--- src/design/homing_pkg.sv ---
// Register map, codes and timing constants for the homing sequencer
package homing_pkg;
    // Register byte offsets
    localparam logic [4:0] OFS_TRIGGER = 5'h00;
    localparam logic [4:0] OFS_METHOD = 5'h04;
    localparam logic [4:0] OFS_OFFSET = 5'h08;
    localparam logic [4:0] OFS_OFFSET_SEL = 5'h0C;
    localparam logic [4:0] OFS_TIME_LIMIT = 5'h10;
    localparam logic [4:0] OFS_STATUS = 5'h14;
    // Reset values
    localparam logic [3:0] RST_TRIGGER = 4'h0;
    localparam logic [5:0] RST_METHOD = 6'h00;
    localparam logic [15:0] RST_TIME_LIMIT = 16'h2710;
    // Trigger codes
    localparam logic [3:0] TRIG_IMMEDIATE = 4'h4;
    localparam logic [3:0] TRIG_CURRENT = 4'h6;
    // Method codes
    localparam logic [5:0] METH_HOME_FWD = 6'h00;
    localparam logic [5:0] METH_HOME_REV = 6'h01;
    localparam logic [5:0] METH_INDEX_FWD = 6'h02;
    localparam logic [5:0] METH_INDEX_REV = 6'h03;
    localparam logic [5:0] METH_HOME_INDEX = 6'h04;
    localparam logic [5:0] METH_MAX = 6'h22;
    // Status bit positions
    localparam int STS_ACTIVE = 0;
    localparam int STS_DONE = 1;
    localparam int STS_FAULT = 2;
    localparam int STS_BAD_METHOD = 3;
    localparam int STS_STATE_LSB = 4;
    // Sensor bit positions
    localparam int SNS_HOME = 0;
    localparam int SNS_POS = 1;
    localparam int SNS_NEG = 2;
    localparam int SNS_INDEX = 3;
    localparam int SNS_N = 4;
    // Timing
    localparam int CLK_PERIOD_NS = 20;
    localparam int MS_NS = 1000000;
    localparam int MS_CYCLES = MS_NS / CLK_PERIOD_NS;
    // Sequencer states
    typedef enum logic [2:0] {
        ST_IDLE = 3'b000,
        ST_APPROACH = 3'b001,
        ST_BACK = 3'b010,
        ST_RETURN = 3'b011,
        ST_CREEP = 3'b100,
        ST_OFFSET = 3'b101
    } seq_state_t;
endpackage

--- src/design/sense_if.sv ---
// Synchronised sensor levels and edges
`timescale 1ns/1ps
interface sense_if;
    import homing_pkg::*;
    logic [SNS_N-1:0] level;
    logic [SNS_N-1:0] rise;
    logic [SNS_N-1:0] fall;
    modport src (output level, output rise, output fall);
    modport dst (input level, input rise, input fall);
endinterface

--- src/design/sensor_sync.sv ---
// Synchroniser and edge detector for switch and index inputs
`timescale 1ns/1ps
module sensor_sync
    import homing_pkg::*;
(
    input wire logic clk,
    input wire logic rst_b,
    input wire logic [SNS_N-1:0] raw,
    sense_if.src sense
);
    logic [SNS_N-1:0] meta;
    logic [SNS_N-1:0] stable;
    logic [SNS_N-1:0] prior;

    // Two flops to settle, a third for edges
    always_ff @(posedge clk) begin
        if (!rst_b) begin
            meta <= '0;
            stable <= '0;
            prior <= '0;
        end else begin
            meta <= raw;
            stable <= meta;
            prior <= stable;
        end
    end

    // Edges from consecutive samples
    assign sense.level = stable;
    assign sense.rise = stable & ~prior; // RULE21
    assign sense.fall = ~stable & prior; // RULE21
endmodule

--- src/design/homing_timer.sv ---
// Millisecond timer that flags a homing run over its limit
`timescale 1ns/1ps
module homing_timer #(
    parameter int TICK_CYCLES = 50000
) (
    input wire logic clk,
    input wire logic rst_b,
    input wire logic run,
    input wire logic [15:0] limit_ms,
    output logic expired
);
    localparam int TW = $clog2(TICK_CYCLES);
    logic [TW-1:0] tick_cnt;
    logic [15:0] ms_cnt;
    wire tick_wrap = (tick_cnt == TW'(TICK_CYCLES - 1));

    // Count whole milliseconds while running; zero limit never expires
    always_ff @(posedge clk) begin
        if (!rst_b || !run) begin
            tick_cnt <= '0;
            ms_cnt <= 16'h0000;
            expired <= 1'b0;
        end else begin
            tick_cnt <= tick_wrap ? '0 : tick_cnt + 1'b1;
            if (tick_wrap && ms_cnt != 16'hFFFF) begin
                ms_cnt <= ms_cnt + 16'h0001;
            end
            expired <= (limit_ms != 16'h0000) && (ms_cnt >= limit_ms); // RULE20
        end
    end
endmodule

--- src/design/homing_sequencer.sv ---
// Homing search sequencer with Wishbone register access
`timescale 1ns/1ps
// Operation
// RULE1 - Current-position trigger, zero offset loads zero
// RULE2 - Nonzero offset: select 0 offset, 1 sum
// RULE3 - Completion clears trigger; rewrite 6 then re-enable
// RULE4 - Method setting accepts numbers 0 through 34
// RULE5 - M0 low, negative side: forward, back, creep
// RULE6 - M0 switch high: reverse until fall, creep
// RULE7 - M0 low, positive side: limit reverses, creep
// RULE8 - M1 low, negative side: limit, forward, creep
// RULE9 - M1 switch high: forward until fall, creep
// RULE10 - M1 low, positive side: rise reverses, creep
// RULE11 - M2 forward low, stop at index rise
// RULE12 - M2/M3 index present: latch origin, no move
// RULE13 - M2 limit reverses, index fall, forward creep
// RULE14 - M3 reverse low, stop at index rise
// RULE15 - M3 limit reverses, index fall, reverse creep
// RULE16 - M4 low: forward fast, then index creep
// RULE17 - M4 switch high: reverse, forward, index creep
// RULE18 - M4 positive side: limit, back, forward, creep
// RULE19 - Active during search; done after offset move
// RULE20 - Over time limit aborts with timeout fault
// RULE21 - Synchronise inputs; direction and speed per step
module homing_sequencer
    import homing_pkg::*;
#(
    parameter int TICK_CYCLES = MS_CYCLES,
    parameter int POS_W = 32
) (
    input wire logic clk,
    input wire logic rst_b,
    input wire logic wb_cyc_i,
    input wire logic wb_stb_i,
    input wire logic wb_we_i,
    input wire logic [4:0] wb_adr_i,
    input wire logic [3:0] wb_sel_i,
    input wire logic [31:0] wb_dat_i,
    output logic [31:0] wb_dat_o,
    output logic wb_ack_o,
    input wire logic drive_enable,
    input wire logic home_switch,
    input wire logic pos_limit,
    input wire logic neg_limit,
    input wire logic index_pulse,
    input wire logic [POS_W-1:0] cur_pos,
    input wire logic offset_move_done,
    output logic move_run,
    output logic move_dir,
    output logic move_fast,
    output logic pos_load,
    output logic [POS_W-1:0] pos_load_value,
    output logic offset_move_req,
    output logic [POS_W-1:0] offset_move_dist,
    output logic [POS_W-1:0] origin_pos,
    output logic homing_active_out,
    output logic homing_done_out,
    output logic homing_timeout_fault
);
    // Byte-lane merge for register writes
    function automatic logic [31:0] merge_bytes(input logic [31:0] old,
                                                input logic [31:0] data,
                                                input logic [3:0] sel);
        logic [31:0] res;
        res = old;
        for (int i = 0; i < 4; i++) begin
            if (sel[i]) begin
                res[8*i +: 8] = data[8*i +: 8];
            end
        end
        return res;
    endfunction

    // Speed request for a given step
    function automatic logic fast_of(input seq_state_t st, input logic index_meth);
        return (st == ST_APPROACH) || (st == ST_RETURN) || (st == ST_BACK && !index_meth);
    endfunction

    // Motion present in a given step
    function automatic logic runs_in(input seq_state_t st);
        return (st == ST_APPROACH) || (st == ST_BACK) || (st == ST_RETURN) ||
               (st == ST_CREEP);
    endfunction

    sense_if sense ();
    seq_state_t state;
    seq_state_t next_state;
    logic [3:0] homing_trigger_select;
    logic [5:0] homing_method_select;
    logic [POS_W-1:0] home_offset_value;
    logic home_offset_select;
    logic [15:0] time_limit;
    logic bad_method;
    logic enable_prev;
    logic timer_expired;
    logic found;

    // Sensor conditioning
    sensor_sync u_sync (
        .clk(clk),
        .rst_b(rst_b),
        .raw({index_pulse, neg_limit, pos_limit, home_switch}),
        .sense(sense)
    );

    // Homing time limit
    homing_timer #(
        .TICK_CYCLES(TICK_CYCLES)
    ) u_timer (
        .clk(clk),
        .rst_b(rst_b),
        .run(state != ST_IDLE),
        .limit_ms(time_limit),
        .expired(timer_expired)
    );

    // Bus decode
    wire bus_req = wb_cyc_i & wb_stb_i & ~wb_ack_o;
    wire bus_wr = wb_cyc_i & wb_stb_i & wb_we_i & wb_ack_o; // Lands at the acked edge
    wire [4:0] word_adr = {wb_adr_i[4:2], 2'b00};
    wire wr_trigger = bus_wr && (word_adr == OFS_TRIGGER);
    wire wr_method = bus_wr && (word_adr == OFS_METHOD);
    wire wr_offset = bus_wr && (word_adr == OFS_OFFSET);
    wire wr_offset_sel = bus_wr && (word_adr == OFS_OFFSET_SEL);
    wire wr_time = bus_wr && (word_adr == OFS_TIME_LIMIT);
    wire wr_status = bus_wr && (word_adr == OFS_STATUS);
    wire [31:0] wr_word = merge_bytes(32'h0000_0000, wb_dat_i, wb_sel_i);
    wire [31:0] trig_word = merge_bytes({28'h0, homing_trigger_select}, wb_dat_i, wb_sel_i);
    wire [31:0] meth_word = merge_bytes({26'h0, homing_method_select}, wb_dat_i, wb_sel_i);
    wire [31:0] ofs_word = merge_bytes(home_offset_value, wb_dat_i, wb_sel_i);
    wire [31:0] time_word = merge_bytes({16'h0, time_limit}, wb_dat_i, wb_sel_i);
    wire [31:0] status_word = {25'h0, state, bad_method, homing_timeout_fault,
                               homing_done_out, homing_active_out};

    // Read selection; unmapped words read zero
    wire [31:0] rd_data =
        (word_adr == OFS_TRIGGER) ? {28'h0, homing_trigger_select} :
        (word_adr == OFS_METHOD) ? {26'h0, homing_method_select} :
        (word_adr == OFS_OFFSET) ? home_offset_value :
        (word_adr == OFS_OFFSET_SEL) ? {31'h0, home_offset_select} :
        (word_adr == OFS_TIME_LIMIT) ? {16'h0, time_limit} :
        (word_adr == OFS_STATUS) ? status_word : 32'h0000_0000;

    // Method decoding
    wire toward = (homing_method_select != METH_HOME_REV) &&
                  (homing_method_select != METH_INDEX_REV);
    wire is_index = (homing_method_select == METH_INDEX_FWD) ||
                    (homing_method_select == METH_INDEX_REV);
    wire is_hz = (homing_method_select == METH_HOME_INDEX);
    wire method_ok = (homing_method_select <= METH_HOME_INDEX);

    // Event decoding
    wire start_evt = drive_enable && !enable_prev && (state == ST_IDLE);
    wire start_search = start_evt && (homing_trigger_select == TRIG_IMMEDIATE);
    wire start_cur = start_evt && (homing_trigger_select == TRIG_CURRENT);
    wire home_rise = sense.rise[SNS_HOME];
    wire far_rise = toward ? sense.rise[SNS_POS] : sense.rise[SNS_NEG];
    wire target_rise = (is_index || is_hz) ? sense.rise[SNS_INDEX] : home_rise;
    wire back_exit = is_index ? sense.fall[SNS_INDEX] : sense.fall[SNS_HOME];
    wire abort = (state != ST_IDLE) && (!drive_enable || timer_expired);
    wire finish = (state == ST_OFFSET) && offset_move_done && !abort;
    wire next_dir = (next_state == ST_BACK) ? ~toward : toward;
    wire [POS_W-1:0] cur_load = (home_offset_value == '0) ? '0 : // RULE1
        (home_offset_select ? cur_pos + home_offset_value : home_offset_value); // RULE2

    // Search sequence
    always_comb begin
        next_state = state;
        found = 1'b0;
        unique case (state)
            ST_IDLE: begin
                if (start_search && method_ok) begin
                    if (is_index) begin
                        if (sense.level[SNS_INDEX]) begin
                            found = 1'b1; // RULE12
                        end else begin
                            next_state = ST_CREEP; // RULE11 RULE14
                        end
                    end else if (sense.level[SNS_HOME]) begin
                        next_state = ST_BACK; // RULE6 RULE9 RULE17
                    end else begin
                        next_state = ST_APPROACH; // RULE5 RULE8 RULE16
                    end
                end
            end
            ST_APPROACH: begin
                if (home_rise) begin
                    next_state = is_hz ? ST_CREEP : ST_BACK; // RULE5 RULE10 RULE16
                end else if (far_rise) begin
                    next_state = ST_BACK; // RULE7 RULE8 RULE18
                end
            end
            ST_BACK: begin
                if (back_exit) begin
                    next_state = is_hz ? ST_RETURN : ST_CREEP; // RULE13 RULE15 RULE17
                end
            end
            ST_RETURN: begin
                if (home_rise) begin
                    next_state = ST_CREEP; // RULE17 RULE18
                end
            end
            ST_CREEP: begin
                if (target_rise) begin
                    found = 1'b1; // RULE11 RULE14 RULE16
                end else if (is_index && far_rise) begin
                    next_state = ST_BACK; // RULE13 RULE15
                end
            end
            ST_OFFSET: begin
                if (offset_move_done) begin
                    next_state = ST_IDLE; // RULE19
                end
            end
            default: next_state = ST_IDLE;
        endcase
        if (found) begin
            next_state = ST_OFFSET;
        end
        if (abort) begin
            next_state = ST_IDLE; // RULE20
        end
    end

    // Bus answer one cycle after the request
    always_ff @(posedge clk) begin
        if (!rst_b) begin
            wb_ack_o <= 1'b0;
            wb_dat_o <= 32'h0000_0000;
        end else begin
            wb_ack_o <= bus_req;
            wb_dat_o <= (bus_req && !wb_we_i) ? rd_data : 32'h0000_0000;
        end
    end

    // Settings registers
    always_ff @(posedge clk) begin
        if (!rst_b) begin
            homing_method_select <= RST_METHOD;
            home_offset_value <= '0;
            home_offset_select <= 1'b0;
            time_limit <= RST_TIME_LIMIT;
        end else begin
            if (wr_method) begin
                homing_method_select <= meth_word[5:0]; // RULE4
            end
            if (wr_offset) begin
                home_offset_value <= ofs_word[POS_W-1:0];
            end
            if (wr_offset_sel) begin
                home_offset_select <= wr_word[0];
            end
            if (wr_time) begin
                time_limit <= time_word[15:0];
            end
        end
    end

    // Trigger setting; a software write wins over the completion clear
    always_ff @(posedge clk) begin
        if (!rst_b) begin
            homing_trigger_select <= RST_TRIGGER;
        end else if (wr_trigger) begin
            homing_trigger_select <= trig_word[3:0];
        end else if (start_cur || finish) begin
            homing_trigger_select <= RST_TRIGGER; // RULE3
        end
    end

    // Sequencer state and motion requests
    always_ff @(posedge clk) begin
        if (!rst_b) begin
            state <= ST_IDLE;
            enable_prev <= 1'b0;
            move_run <= 1'b0;
            move_dir <= 1'b0;
            move_fast <= 1'b0;
        end else begin
            state <= next_state;
            enable_prev <= drive_enable;
            move_run <= runs_in(next_state); // RULE21
            move_dir <= next_dir; // RULE21
            move_fast <= fast_of(next_state, is_index); // RULE21
        end
    end

    // Origin latch, offset move and position load
    always_ff @(posedge clk) begin
        if (!rst_b) begin
            origin_pos <= '0;
            offset_move_req <= 1'b0;
            pos_load <= 1'b0;
            pos_load_value <= '0;
        end else begin
            offset_move_req <= found && !abort;
            pos_load <= start_cur; // RULE1
            if (found) begin
                origin_pos <= cur_pos; // RULE12
            end
            if (start_cur) begin
                pos_load_value <= cur_load; // RULE2
            end
        end
    end

    // Status flags; the timeout fault is cleared by writing one
    always_ff @(posedge clk) begin
        if (!rst_b) begin
            homing_active_out <= 1'b0;
            homing_done_out <= 1'b0;
            homing_timeout_fault <= 1'b0;
            bad_method <= 1'b0;
        end else begin
            homing_active_out <= (next_state != ST_IDLE); // RULE19
            if (finish || start_cur) begin
                homing_done_out <= 1'b1; // RULE19
            end else if (start_search) begin
                homing_done_out <= 1'b0;
            end
            if (abort && timer_expired) begin
                homing_timeout_fault <= 1'b1; // RULE20
            end else if (wr_status && wr_word[STS_FAULT]) begin
                homing_timeout_fault <= 1'b0;
            end
            if (start_search) begin
                bad_method <= !method_ok;
            end
        end
    end

    assign offset_move_dist = home_offset_value;
endmodule

--- config.mk ---
export PLATFORM = sky130hd
export DESIGN_NAME = homing_sequencer
export DESIGN_NICKNAME = d
export VERILOG_FILES = /design/src/design/homing_pkg.sv /design/src/design/sense_if.sv /design/src/design/sensor_sync.sv /design/src/design/homing_timer.sv /design/src/design/homing_sequencer.sv
export SDC_FILE = /design/constraint.sdc
export NUM_CORES = 1
export LEC_CHECK = 0
export ABC_AREA = 1
export BUFFER_PORTS_ARGS = -buffer_cell sky130_fd_sc_hd__buf_2
export CAP_MARGIN = 40
export CORE_ASPECT_RATIO = 1.2
export CORE_MARGIN = 5
export CORE_UTILIZATION = 56
export CTS_CLUSTER_DIAMETER = 50
export DETAILED_ROUTE_END_ITERATION = 7
export GPL_ROUTABILITY_DRIVEN = 0
export MAX_ROUTING_LAYER = met4
export PLACE_DENSITY = 0.91
export SLEW_MARGIN = 15
export SYNTH_ARGS = -nofsm -noshare
export SYNTH_HDL_FRONTEND = slang
export SYNTH_SLANG_ARGS = --single-unit
export TNS_END_PERCENT = 50
--- constraint.sdc ---
create_clock -name clk -period 3.2 [get_ports clk]
set_input_delay 0.96 -clock clk [delete_from_list [all_inputs] [get_ports clk]]
set_output_delay 0.96 -clock clk [all_outputs]
set_load 0.01 [all_outputs]
### Word level (Yosys, flattened, before mapping)

Cells that the tools add are included.

| storage, ports and cells | value |
|---|---|
| bits in registers | 214 |
| input port bits | 84 |
| output and inout bits | 137 |

| operators by class | value |
|---|---|
| magnitude comparators | 2 |
| bitwise operators | 12 |
| equality and inequality tests | 24 |
| $add $sub $neg | 3 |
| reduce and logical (&&, ||, !) cells | 62 |
| mux-type cells | 41 |

Operator list:

| kind | count |
|---|---|
| $mux 32 | 3 |
| $mux 3 | 15 |
| $add 16x1->16 const B | 2 |
| $add 32x32->32 | 1 |
| $logic_not 32->1 | 1 |
| $mux 16 | 2 |
| $logic_and 1x1->1 | 23 |
| $eq 3x2->1 const B | 6 |
| $pmux 3 s6 | 1 |
| $reduce_and 2->1 | 9 |
| $eq 16x16->1 const B | 1 |
| $ge 16x16->1 | 1 |
| $mux 4 | 4 |
| $ne 16x16->1 const B | 1 |
| $reduce_bool 16->1 | 1 |
| $eq 3x3->1 const B | 5 |
| $eq 6x2->1 const B | 2 |
| $mux 1 | 12 |
| $logic_or 1x1->1 | 10 |
| $eq 3x1->1 const B | 3 |
| $and 4x4->4 | 2 |
| $eq 4x3->1 const B | 2 |
| $logic_not 1->1 | 8 |
| $not 4->4 | 2 |
| 18 further kinds | 27 |

### Depth between registers and ports, before layout

Gate-level depths: netlist (run 1).

| logic depth | value |
|---|---|
| depth after elaboration | 13 |
| gate-level depth with buffers | 15 |
| mapped depth without buffers | 15 |

### Cells and area by module

From an unflattened synthesis (run 1), not the netlist that was laid out.

| unflattened totals | value |
|---|---|
| cells, all modules | 1663 |
| area, all modules | 11342.1 µm² |

Modules (own cells, without submodules):

| module | area an instance (µm²) | times used | sequential area each (µm²) | cells an instance |
|---|---|---|---|---|
| homing_sequencer | 8584.5 | 1 | 3383.2 | 1259 |
| homing_timer | 2356.0 | 1 | 660.6 | 351 |
| sensor_sync | 401.6 | 1 | 240.2 | 53 |

### Least setup slack after synthesis (run 1)

OpenSTA, ideal clock, no wires.

| timing | value |
|---|---|
| path type | input -> register |
| start | input port cur_pos[0] |
| end | register pos_load_value[22] |
| library setup time | 0.132 ns |
| slack | 0.474 ns |
| cell stages on the path | 13 |
| data required time | 3.068 ns |
| path buffers | 0 |
| arrival | 2.593 ns |
| cell sequence | ha_1 > inv_1 > fa_1 > o21ai_0 > nand2_1 > nand2_1 > nand3_1 > nand2_1 > nand2_1 > nand3_1 > nand3_1 > nand2_1 > a21oi_1 |

| on the way | value |
|---|---|
| word-level cells in the longest chain between the ends | 3 |

RTL lines:

| what | line | RTL |
|---|---|---|
| from (decl) | homing_sequencer.sv:46 | `input wire logic [POS_W-1:0] cur_pos,` |
| $add 32x32->32 | homing_sequencer.sv:164 | `(home_offset_select ? cur_pos + home_offset_value : home_offset_value);` |
| $mux 32 | homing_sequencer.sv:164 |  |
| $mux 32 | homing_sequencer.sv:163 | `wire [POS_W-1:0] cur_load = (home_offset_value == '0) ? '0 :` |
| to (signal assigned) | homing_sequencer.sv:301 | `pos_load_value <= cur_load;` |
| to (decl) | homing_sequencer.sv:52 | `output logic [POS_W-1:0] pos_load_value,` |

Every way passes these cells.
A chain may end at the register's enable or synchronous reset.

### Worst setup path in the final report (run 1)

Same ends and word-level chain as after synthesis.

==> impl_metrics.env, run 1 <==
export IMPL_run_status="finished, final reports clean"
export IMPL_clock_skew_ns=0.0252
export IMPL_critPathCaptureType="flip-flop"
export IMPL_route_detailed_drc=0
export IMPL_ir_drop_uv=404
export IMPL_fmax_ghz=0.387
export IMPL_synth_xor_area_share_pct=1.28
export IMPL_cts_tree="done"
export IMPL_dp_hpwl_mm=25.8
export IMPL_placed_area_um2=12300
export IMPL_tns_ns=0
export IMPL_finalCriticalPeriod_ns=2.59
export IMPL_crit_top_cell="nand2_1"
export IMPL_slew_viol_final=0
export IMPL_vias=11900
export IMPL_crit_family="simple AND/OR/NAND/NOR gates"
export IMPL_core_area_um2=19300
export IMPL_synthToLayoutAreaGrowth_pct=20.2
export IMPL_h_tree_depth=1
export IMPL_antenna_found_initial=2
export IMPL_grt_pass1_wl_mm=54.5
export IMPL_avgRoutedWirePerCell_um=16.4
export IMPL_reg2reg_depth=13
export IMPL_num_fill_cells=1638
export IMPL_syn_area_um2=10900
export IMPL_yosysTopAreaCell="dfxtp_1"
export IMPL_synth_common_cells="339 x nand2_1, 228 x nor2_1, 214 x dfxtp_1, 194 x inv_1, 171 x a21oi_1"
export IMPL_dieWidth_um=137
export IMPL_clock_sinks=214
export IMPL_tightest_slew_ns=0.812
export IMPL_r2r_end="pos_load_value[22]$_SDFFE_PN0P_"
export IMPL_crit_required_ns=3.58
export IMPL_synth_enable_flop_cells=0
export IMPL_critPathMaxFanout=4
export IMPL_yosysTopAreaCellShare_pct=39.3
export IMPL_synth_most_common_cell="nand2_1"
export IMPL_numCtsBuffers=24
export IMPL_synth_adder_area_share_pct=5.80
export IMPL_io_buffers=218
export IMPL_startpoint_type="input pin"
export IMPL_synth_ff_type="dfxtp_1"
export IMPL_synth_simple_area_share_pct=28.7
export IMPL_grt_pass1_vias=11200
export IMPL_yosys_mux_area_fraction_pct=0
export IMPL_hold_viol_final=0
export IMPL_hp_class="reg -> reg"
export IMPL_cp_slowest_cell="fa_1"
export IMPL_wirelength_mm=34.4
export IMPL_finalPower_mw=5.80
export IMPL_holdBufCountCts=0
export IMPL_min_from="u_sync.meta[0]$_SDFF_PN0_"
export IMPL_critPathCapture="pos_load_value[22]$_SDFFE_PN0P_"
export IMPL_crit_type="in -> reg"
export IMPL_reg2reg_from="offset_move_dist[0]$_SDFFE_PN0P_"
export IMPL_finalCritPeriodShare_pct=80.8
export IMPL_reg2reg_slack_ns=0.64
export IMPL_ys_types=44
export IMPL_maxCapViolations=0
export IMPL_yosys_warnings=0
export IMPL_cts_root_buf="clkbuf_16"
export IMPL_synthTopCellsByArea="dfxtp_1 39%, nand2_1 12%, a21oi_1 7.8%"
export IMPL_fin_area_um2=13100
export IMPL_cp_arrival_ns=2.96
export IMPL_nets=1945
export IMPL_placementRows=56
export IMPL_path_clk_slew_ns=0.06
export IMPL_post_cts_resize_count=0
export IMPL_avgSynthCellArea_um2=6.84
export IMPL_clk_latency_ns=0.53
export IMPL_synth_compound_area_share_pct=16.3
export IMPL_worstPathCellList="buf_2, ha_1, inv_1, fa_1, o21ai_0, nand2_1, nand2_1, nand3_1, nand2_1, nand2_1, nand3_1, nand3_1, nand2_1, a21oi_1"
export IMPL_drive_above_1_share_pct=16.2
export IMPL_die_h_um=163
export IMPL_critical_path_depth=14
export IMPL_power_density_nw_per_um2=442
export IMPL_dr_pass1_iters=6
export IMPL_slowest_delay_ns=0.44
export IMPL_cp_startpoint="cur_pos[0]"
export IMPL_cts_setup_buffers=0
export IMPL_via_per_inst=5.68
export IMPL_p_leak_nw=6.13
export IMPL_synth_nets=1730
export IMPL_synth_top_family_by_area="simple AND/OR/NAND/NOR gates"
export IMPL_first_iter_violations=1117
export IMPL_initial_core_util_pct=56.4
export IMPL_grt_max_degree=98
export IMPL_grtUsageTotal_pct=30.9
export IMPL_ios=221
export IMPL_cp_num_buf_inv=2
export IMPL_clockBufferDepth=3
export IMPL_synth_async_reset_ratio_pct=0
export IMPL_relSlewSlack_pct=45.4
export IMPL_synth_seq_area_share_pct=39.3
export IMPL_die_area_um2=22400
export IMPL_final_setup_viol_count=0
export IMPL_ys_ff_latch=214
export IMPL_rsz0062_at_grt="no"
export IMPL_ant_nets=0
export IMPL_synthCells=1596
export IMPL_grt_overflow_total=0
worst min-delay path by stage:
stage,depth (start not counted),endpoint
final,2,u_sync.sense.level[0]$_SDFF_PN0_
after floorplan,2,u_sync.sense.level[0]$_SDFF_PN0_
after global placement,2,u_sync.sense.level[1]$_SDFF_PN0_
after detailed placement,2,u_sync.sense.level[0]$_SDFF_PN0_
after CTS,2,u_sync.sense.level[0]$_SDFF_PN0_
after global routing,2,u_sync.sense.level[0]$_SDFF_PN0_
cell families (layout without fill, tap and decap cells):
family                   after synthesis  in the layout
AO/OA/AOI/OAI                        332            332
XOR/XNOR                              16             16
adder cells (fa/ha/maj)               50             50
buffers and inverters                245            478
flip-flops                           214            214
other                                  0              2
AND/OR/NAND/NOR                      739            739
report_power, final:
part / internal, mW / switching [mW] / leakage [nW] / total, mW
Combinational: 0.0891 / 0.171 / 3.99 / 0.261
Clock: 1.70 / 1.16 / 0.411 / 2.86
Sequential: 2.67 / 0.00456 / 1.73 / 2.68
through the flow:
stage	utilization (%)	setup WS, ns	std cells	hold slack [ns]
6_report	67.8	0.614	2092	0.406
4_1_cts	67.7	0.684	2089	0.414
2_1_floorplan	-	0.474	1596	0.390
5_1_grt	67.8	0.420	2092	0.428
3_5_place_dp	63.4	0.210	2045	0.401
3_3_place_gp	63.4	0.265	2045	0.393
metal layers:
layer	up-vias	global-route usage (%)	routed length, um
met5	-	-	0
met4	0	18.2	2130
met3	154	5.78	3420
met2	675	51.7	16400
met1	5367	33.8	12400
li1	5681	-	-
final cells by class:
type                       instances  area (um2)  area share, %
multi-input combinational       1137        5690           43.4
sequential                       214        4280           32.7
timing repair buffer             234        1230           9.39
inverter                         200         751           5.72
clock buffer                      31         688           5.25
tap                              261         327           2.49
clock inverter                    13         143           1.09
antenna                            2        5.00         0.0382
registers in the layout, summed over array words and instances (netlist names), 6 cells and up:
name	cells
offset_move_dist	32
origin_pos	32
pos_load_value	32
wb_dat_o	32
time_limit	16
u_timer.ms_cnt	16
u_timer.tick_cnt	16
homing_method_select	6
placed cells by master, fill, tap and decap left out, types with 3 or more instances in the layout:
master     count
nand2_1      339
nor2_1       228
buf_2        218
dfxtp_1      214
inv_1        194
a21oi_1      171
o21ai_0      112
nand3_1       71
ha_1          49
nor3_1        28
nand4_1       26
clkbuf_16     25
nor4_1        20
o211ai_1      17
buf_4         15
xor2_1        12
a211oi_1       6
o22ai_1        5
nor2_2         4
o221ai_1       4
or2_2          4
xnor2_1        4
a31oi_1        4
clkbuf_8       4
clkinv_2       4
nor3_2         3
inv_2          3
clkinv_1       3
nor3b_1        3
a21o_1         3
o21bai_1       3
o21a_1         3
nand3b_1       3
inv_6          3
tightest hold or removal path: stages, from the launching register on:
cell and delay, ns:
dfxtp_1 0.30, nand2_1 0.04, inv_1 0.04
(Power assumes the default switching activity.)
==> inputs of run 2 (changes only) <==
- clock period: 3.2 -> 2.46 ns (I/O delays scaled with it)
==> run 2 against run 1 <==
  * Count of clock-buffer cells in the layout rose by 4
  * Die area did not move
  * Critical path type is now reg -> reg
  * First-iteration DRC count rose by 18%
  * Sequential share of layout area fell by 0.97 points
  * Design area rose by 3.1%
  * Sequential power rose by 30%
  * Via count rose by 3.4%
  * Combinational power rose by 42%
  * Register-to-register slack got worse by 0.37 ns
==> impl_metrics.env, run 2 (same netlist as run 1, synthesis figures left out) <==
export IMPL_crit_required_ns=2.81
export IMPL_ant_nets=0
export IMPL_io_buffers=218
export IMPL_cts_tree="done"
export IMPL_grt_use_met2_pct=53.4
export IMPL_run_status="finished, final reports clean"
export IMPL_setup_slack_ns=0.265
export IMPL_drive_above_1_share_pct=18.9
export IMPL_maxCapViolations=0
export IMPL_clock_skew_ns=0.0313
export IMPL_num_fill_cells=1563
export IMPL_multi_input_comb_area_um2=5690
export IMPL_busiest_layer="met2"
export IMPL_die_area_um2=22400
export IMPL_hp_class="in -> reg"
export IMPL_reg2reg_from="offset_move_dist[2]$_SDFFE_PN0P_"
export IMPL_h_tree_depth=1
export IMPL_hold_depth=3
export IMPL_rsz0062_at_grt="no"
export IMPL_cp_slowest_cell="dfxtp_1"
export IMPL_grt_pass1_vias=11700
export IMPL_clk_latency_ns=0.52
export IMPL_grt_max_degree=98
export IMPL_synthToLayoutAreaGrowth_pct=23.9
export IMPL_fin_cells=2159
export IMPL_cts_root_buf="clkbuf_16"
export IMPL_reg2reg_slack_ns=0.27
export IMPL_dr_pass1_iters=8
export IMPL_power_density_nw_per_um2=529
export IMPL_grt_met1_usage_pct=33.7
export IMPL_switching_share_pct=22.8
export IMPL_grt_pass1_wl_mm=56.8
export IMPL_hold_viol_final=0
export IMPL_min_from="index_pulse"
export IMPL_final_cell_mix="339 x nand2_1, 228 x nor2_1, 218 x buf_2, 213 x dfxtp_1, 194 x inv_1"
export IMPL_grtUsageTotal_pct=32.6
export IMPL_combPwrFrac_pct=5.2
export IMPL_slew_viol_final=0
export IMPL_path_clk_slew_ns=0.06
export IMPL_nets=2015
export IMPL_p_leak_nw=6.42
export IMPL_ios=221
export IMPL_worstPathCellList="ha_1, or2_2, and2_1, nand2_1, nand2_1, nand3_1, nand2_1, nand2_1, nand2_1, nand2_1, nand3_1, nand2_1, a21oi_1"
export IMPL_register_area_um2=4290
export IMPL_via_per_inst=5.69
export IMPL_first_iter_violations=1321
export IMPL_core_area_um2=19300
export IMPL_dp_slack_ns=-0.200
export IMPL_clock_sinks=214
export IMPL_initial_core_util_pct=56.4
export IMPL_antenna_found_initial=1
export IMPL_r2r_end="pos_load_value[17]$_SDFFE_PN0P_"
export IMPL_crit_type="reg -> reg"
export IMPL_placementRows=56
export IMPL_numCtsBuffers=23
export IMPL_dp_cells=2117
export IMPL_final_setup_viol_count=0
export IMPL_pwr_share_seq_pct=48.7
export IMPL_final_common_cell="nand2_1"
export IMPL_startpoint_type="flip-flop"
export IMPL_fin_util_pct=69.9
export IMPL_min_to="u_sync.meta[3]$_SDFF_PN0_"
export IMPL_crit_top_cell="nand2_1"
export IMPL_dieWidth_um=137
export IMPL_wirelength_mm=36.4
export IMPL_finalCriticalPeriod_ns=2.19
export IMPL_p_int_mw=5.52
export IMPL_use_met3_pct=6.77
export IMPL_critPathCaptureType="flip-flop"
export IMPL_die_h_um=163
export IMPL_vias=12300
export IMPL_crit_family="simple AND/OR/NAND/NOR gates"
export IMPL_cp_num_buf_inv=0
export IMPL_holdBufCountCts=0
export IMPL_cp_arrival_ns=2.55
export IMPL_p_clk_share_pct=46.2
export IMPL_ir_drop_uv=483
export IMPL_dp_hpwl_mm=27.8
export IMPL_grt_overflow_total=0
export IMPL_fmax_ghz=0.456
export IMPL_clockBufferDepth=3
export IMPL_switching_power_mw=1.63
export IMPL_relSlewSlack_pct=42.5
export IMPL_critPathMaxFanout=5
export IMPL_route_detailed_drc=0
export IMPL_reg2reg_depth=13
export IMPL_finalCritPeriodShare_pct=89.2
export IMPL_avgRoutedWirePerCell_um=16.8
export IMPL_slowest_delay_ns=0.38
export IMPL_tightest_slew_ns=0.863
[run 2: cell count changes in the layout (fill, tap and decap cells not counted), moves of 2 or more]
cell       delta
clkbuf_16     -2
clkinv_2      -3
clkbuf_1      +8
clkbuf_8      -2
inv_6         -2
buf_4        +71
[run 2: area by class of cell]
class,instances,share of cell area (%)
antenna,1,0.0185
clock buffer,35,4.74
clock inverter,6,0.518
inverter,200,5.55
multi-input combinational,1137,42.1
sequential,214,31.7
tap,261,2.42
timing repair buffer,305,13.0
[run 2: power groups by stage]
stage,logic (mW),clock network [mW],registers (mW)
detailed placement,0.358,0,3.56
global route,0.404,3.48,3.48
global placement,0.351,0,3.56
floorplan,0.178,0,3.56
CTS,0.362,3.33,3.48
finish,0.370,3.30,3.48
[run 2: routing by layer]
metal	up-vias	wire length [um]
met1	5476	12500
met2	740	16800
li1	5813	-
met5	-	0
met3	250	3510
met4	0	3560
[run 2: repair_timing]
item / in CTS / in global routing
buffers inserted: 0 / 0
gates resized for setup: 0 / 1
endpoints found under the setup margin: 0 / 1
[run 2: worst register-to-register path: cells and delay by family (launching register included)]
family / cells / cell delay (ns)
and+or+nand+nor: 11 / 1.33
AOI/OAI and AO/OA: 1 / 0.06
DFF: 1 / 0.38
adders and majority gates: 1 / 0.26
[run 2: through the flow]
| stage | power, mW | area (um2) | hold slack, ns | setup TNS (ns) |
|---|---|---|---|---|
| 2_1_floorplan | 3.74 | 10900 | 0.390 | 0 |
| 6_report | 7.16 | 13500 | 0.396 | 0 |
| 3_3_place_gp | 3.91 | 12800 | 0.392 | -1.49 |
| 4_1_cts | 7.17 | 13500 | 0.397 | 0 |
| 5_1_grt | 7.36 | 13500 | 0.420 | 0 |
| 3_5_place_dp | 3.92 | 12800 | 0.400 | -2.56 |
[run 2: worst max-delay path by stage]
| stage | start | to | slack [ns] | cells after the start |
|---|---|---|---|---|
| finish | offset_move_dist[2]$_SDFFE_PN0P_ | pos_load_value[17]$_SDFFE_PN0P_ | 0.27 | 13 |
| detailed placement | cur_pos[2] | pos_load_value[17]$_SDFFE_PN0P_ | -0.20 | 14 |
| global placement | cur_pos[2] | pos_load_value[21]$_SDFFE_PN0P_ | -0.14 | 14 |
| global route | offset_move_dist[0]$_SDFFE_PN0P_ | pos_load_value[30]$_SDFFE_PN0P_ | 0.02 | 14 |
| CTS | offset_move_dist[1]$_SDFFE_PN0P_ | pos_load_value[24]$_SDFFE_PN0P_ | 0.30 | 13 |
| floorplan | cur_pos[0] | pos_load_value[22]$_SDFFE_PN0P_ | 0.06 | 13 |
==> inputs of run 3 (changes only) <==
- CORE_ASPECT_RATIO: 1.2 -> not set
==> run 3 against run 2 <==
  * Register-to-register slack worse by 0.16 ns
  * Fmax down 6.6%
  * Routed wire length is 2.3% higher
  * Design area grew 0.58%
  * Critical endpoint is now origin_pos[27]$_SDFFE_PN0N_
  * Cell count about the same
  * Critical path depth down 1
  * Clock skew shrank 0.020 ns
  * Sequential cell count stayed put
  * Sequential power hardly changed
==> impl_metrics.env, run 3 (same netlist as run 1, synthesis figures left out) <==
export IMPL_rsz0062_at_grt="no"
export IMPL_fmax_ghz=0.425
export IMPL_fin_util_pct=70.3
export IMPL_reg2reg_depth=12
export IMPL_register_area_um2=4280
export IMPL_dp_cells=2113
export IMPL_whs_ns=0.383
export IMPL_grt_max_degree=98
export IMPL_min_from="index_pulse"
export IMPL_relSlewSlack_pct=38.4
export IMPL_crit_family="simple AND/OR/NAND/NOR gates"
export IMPL_clk_latency_ns=0.54
export IMPL_crit_type="reg -> reg"
export IMPL_multi_input_comb_area_um2=5690
export IMPL_reg2reg_slack_ns=0.11
export IMPL_dp_hpwl_mm=27.3
export IMPL_reg2reg_from="homing_method_select[4]$_SDFFE_PN0P_"
export IMPL_antenna_found_initial=2
export IMPL_placementRows=51
export IMPL_final_common_cell="nand2_1"
export IMPL_ios=221
export IMPL_numCtsBuffers=25
export IMPL_critPathMaxFanout=21
export IMPL_tightest_slew_ns=0.923
export IMPL_first_iter_violations=1452
export IMPL_initial_core_util_pct=56.4
export IMPL_vias=12500
export IMPL_fin_area_um2=13600
export IMPL_hp_class="in -> reg"
export IMPL_synthToLayoutAreaGrowth_pct=24.6
export IMPL_grt_pass1_vias=11600
export IMPL_clock_sinks=214
export IMPL_final_setup_viol_count=0
export IMPL_finalCriticalPeriod_ns=2.35
export IMPL_hold_depth=3
export IMPL_route_detailed_drc=0
export IMPL_startpoint_type="flip-flop"
export IMPL_dr_pass1_iters=8
export IMPL_io_buffers=218
export IMPL_power_density_nw_per_um2=563
export IMPL_clock_skew_ns=0.0112
export IMPL_placed_area_um2=12700
export IMPL_fin_cells=2160
export IMPL_grt_overflow_total=0
export IMPL_maxCapViolations=0
export IMPL_slowest_delay_ns=0.35
export IMPL_holdBufCountCts=0
export IMPL_dr_wl_met2_mm=16.9
export IMPL_core_area_um2=19300
export IMPL_critPathCaptureType="flip-flop"
export IMPL_grt_pass1_wl_mm=57.3
export IMPL_cts_root_buf="clkbuf_16"
export IMPL_hold_viol_final=0
export IMPL_cp_startpoint="homing_method_select[4]$_SDFFE_PN0P_"
export IMPL_setup_slack_ns=0.109
export IMPL_via_per_inst=5.79
export IMPL_cp_slowest_cell="dfxtp_1"
export IMPL_worstPathCellList="nor2_1, nand2_1, nor2_2, inv_1, nand2_1, o21ai_0, nand2_1, nand2_4, inv_2, buf_4, nor2_1, nor2_1"
export IMPL_path_clk_slew_ns=0.06
export IMPL_wirelength_mm=37.2
export IMPL_nets=2009
export IMPL_critPathCapture="origin_pos[27]$_SDFFE_PN0N_"
export IMPL_p_leak_nw=6.44
export IMPL_cp_num_buf_inv=3
export IMPL_dr_max_layer_used="met4"
export IMPL_slew_viol_final=0
export IMPL_cts_tree="done"
export IMPL_run_status="finished, final reports clean"
export IMPL_h_tree_depth=1
export IMPL_ir_drop_uv=605
export IMPL_cts_setup_buffers=0
export IMPL_dp_slack_ns=-0.174
export IMPL_avgRoutedWirePerCell_um=17.2
export IMPL_final_cell_mix="339 x nand2_1, 227 x nor2_1, 218 x buf_2, 214 x dfxtp_1, 194 x inv_1"
export IMPL_r2r_end="origin_pos[27]$_SDFFE_PN0N_"
export IMPL_clockBufferDepth=3
export IMPL_drive_above_1_share_pct=19.1
export IMPL_wl_met3_mm=4.62
export IMPL_wirelength_met1_mm=13.5
export IMPL_grtUsageTotal_pct=32.5
export IMPL_crit_required_ns=2.92
export IMPL_finalCritPeriodShare_pct=95.6
export IMPL_dieWidth_um=150
export IMPL_critical_path_depth=12
export IMPL_die_area_um2=22400
export IMPL_num_fill_cells=1473
export IMPL_ant_nets=0
export IMPL_cp_arrival_ns=2.81
export IMPL_die_h_um=150
run 3: cell types whose count changed in the layout (fill, tap and decap cells not counted), moves of 2 or more:
cell and change:
clkbuf_1 -8, inv_6 +2, clkbuf_8 +2, clkbuf_16 +2
diode_2 +2, clkinv_4 -2, buf_4 -8, clkinvlp_4 +3
run 3: where the power goes:
group          switching [mW]  total [mW]  internal (mW)
clock                    1.56        3.79           2.23
sequential            0.00672        3.48           3.48
combinational           0.241       0.376          0.135
total                    1.81        7.65           5.84
run 3: through the flow:
stage	setup TNS (ns)	power [mW]
after global placement	-1.16	3.91
after CTS	0	7.65
final	0	7.65
after global routing	0	7.85
after floorplan	0	3.74
after detailed placement	-2.39	3.91
run 3: how the worst min path moves through the flow:
| stage | endpoint | slack [ns] |
|---|---|---|
| after global routing | u_sync.meta[3]$_SDFF_PN0_ | 0.38 |
| after global placement | u_sync.sense.level[3]$_SDFF_PN0_ | 0.39 |
| after detailed placement | u_sync.sense.level[2]$_SDFF_PN0_ | 0.40 |
| after CTS | u_sync.meta[3]$_SDFF_PN0_ | 0.38 |
| final | u_sync.meta[3]$_SDFF_PN0_ | 0.38 |
| after floorplan | u_sync.sense.level[0]$_SDFF_PN0_ | 0.39 |
run 3: tightest hold or removal path, stage by stage:
cell	delay [ns]
buf_2	0.07
nand2_1	0.04
inv_1	0.04
run 3: metal layers:
metal / up-vias / GRT usage [%]
met5: - / -
met4: 0 / 16.9
met3: 209 / 5.57
met2: 875 / 51.3
met1: 5607 / 40.2
li1: 5822 / -
run 3: layout make-up:
type	count	share of cell area (%)
Clock inverter	13	1.17
Multi-Input combinational cell	1137	41.8
Sequential cell	214	31.5
Antenna cell	3	0.0552
Timing Repair Buffer	297	12.4
Tap cell	265	2.44
Clock buffer	31	5.06
Inverter	200	5.52
run 3: timing repair:
item / in CTS / in global routing
resized for setup: 0 / 2
hold endpoints to repair: 0 / 0
endpoints found under the setup margin: 0 / 5
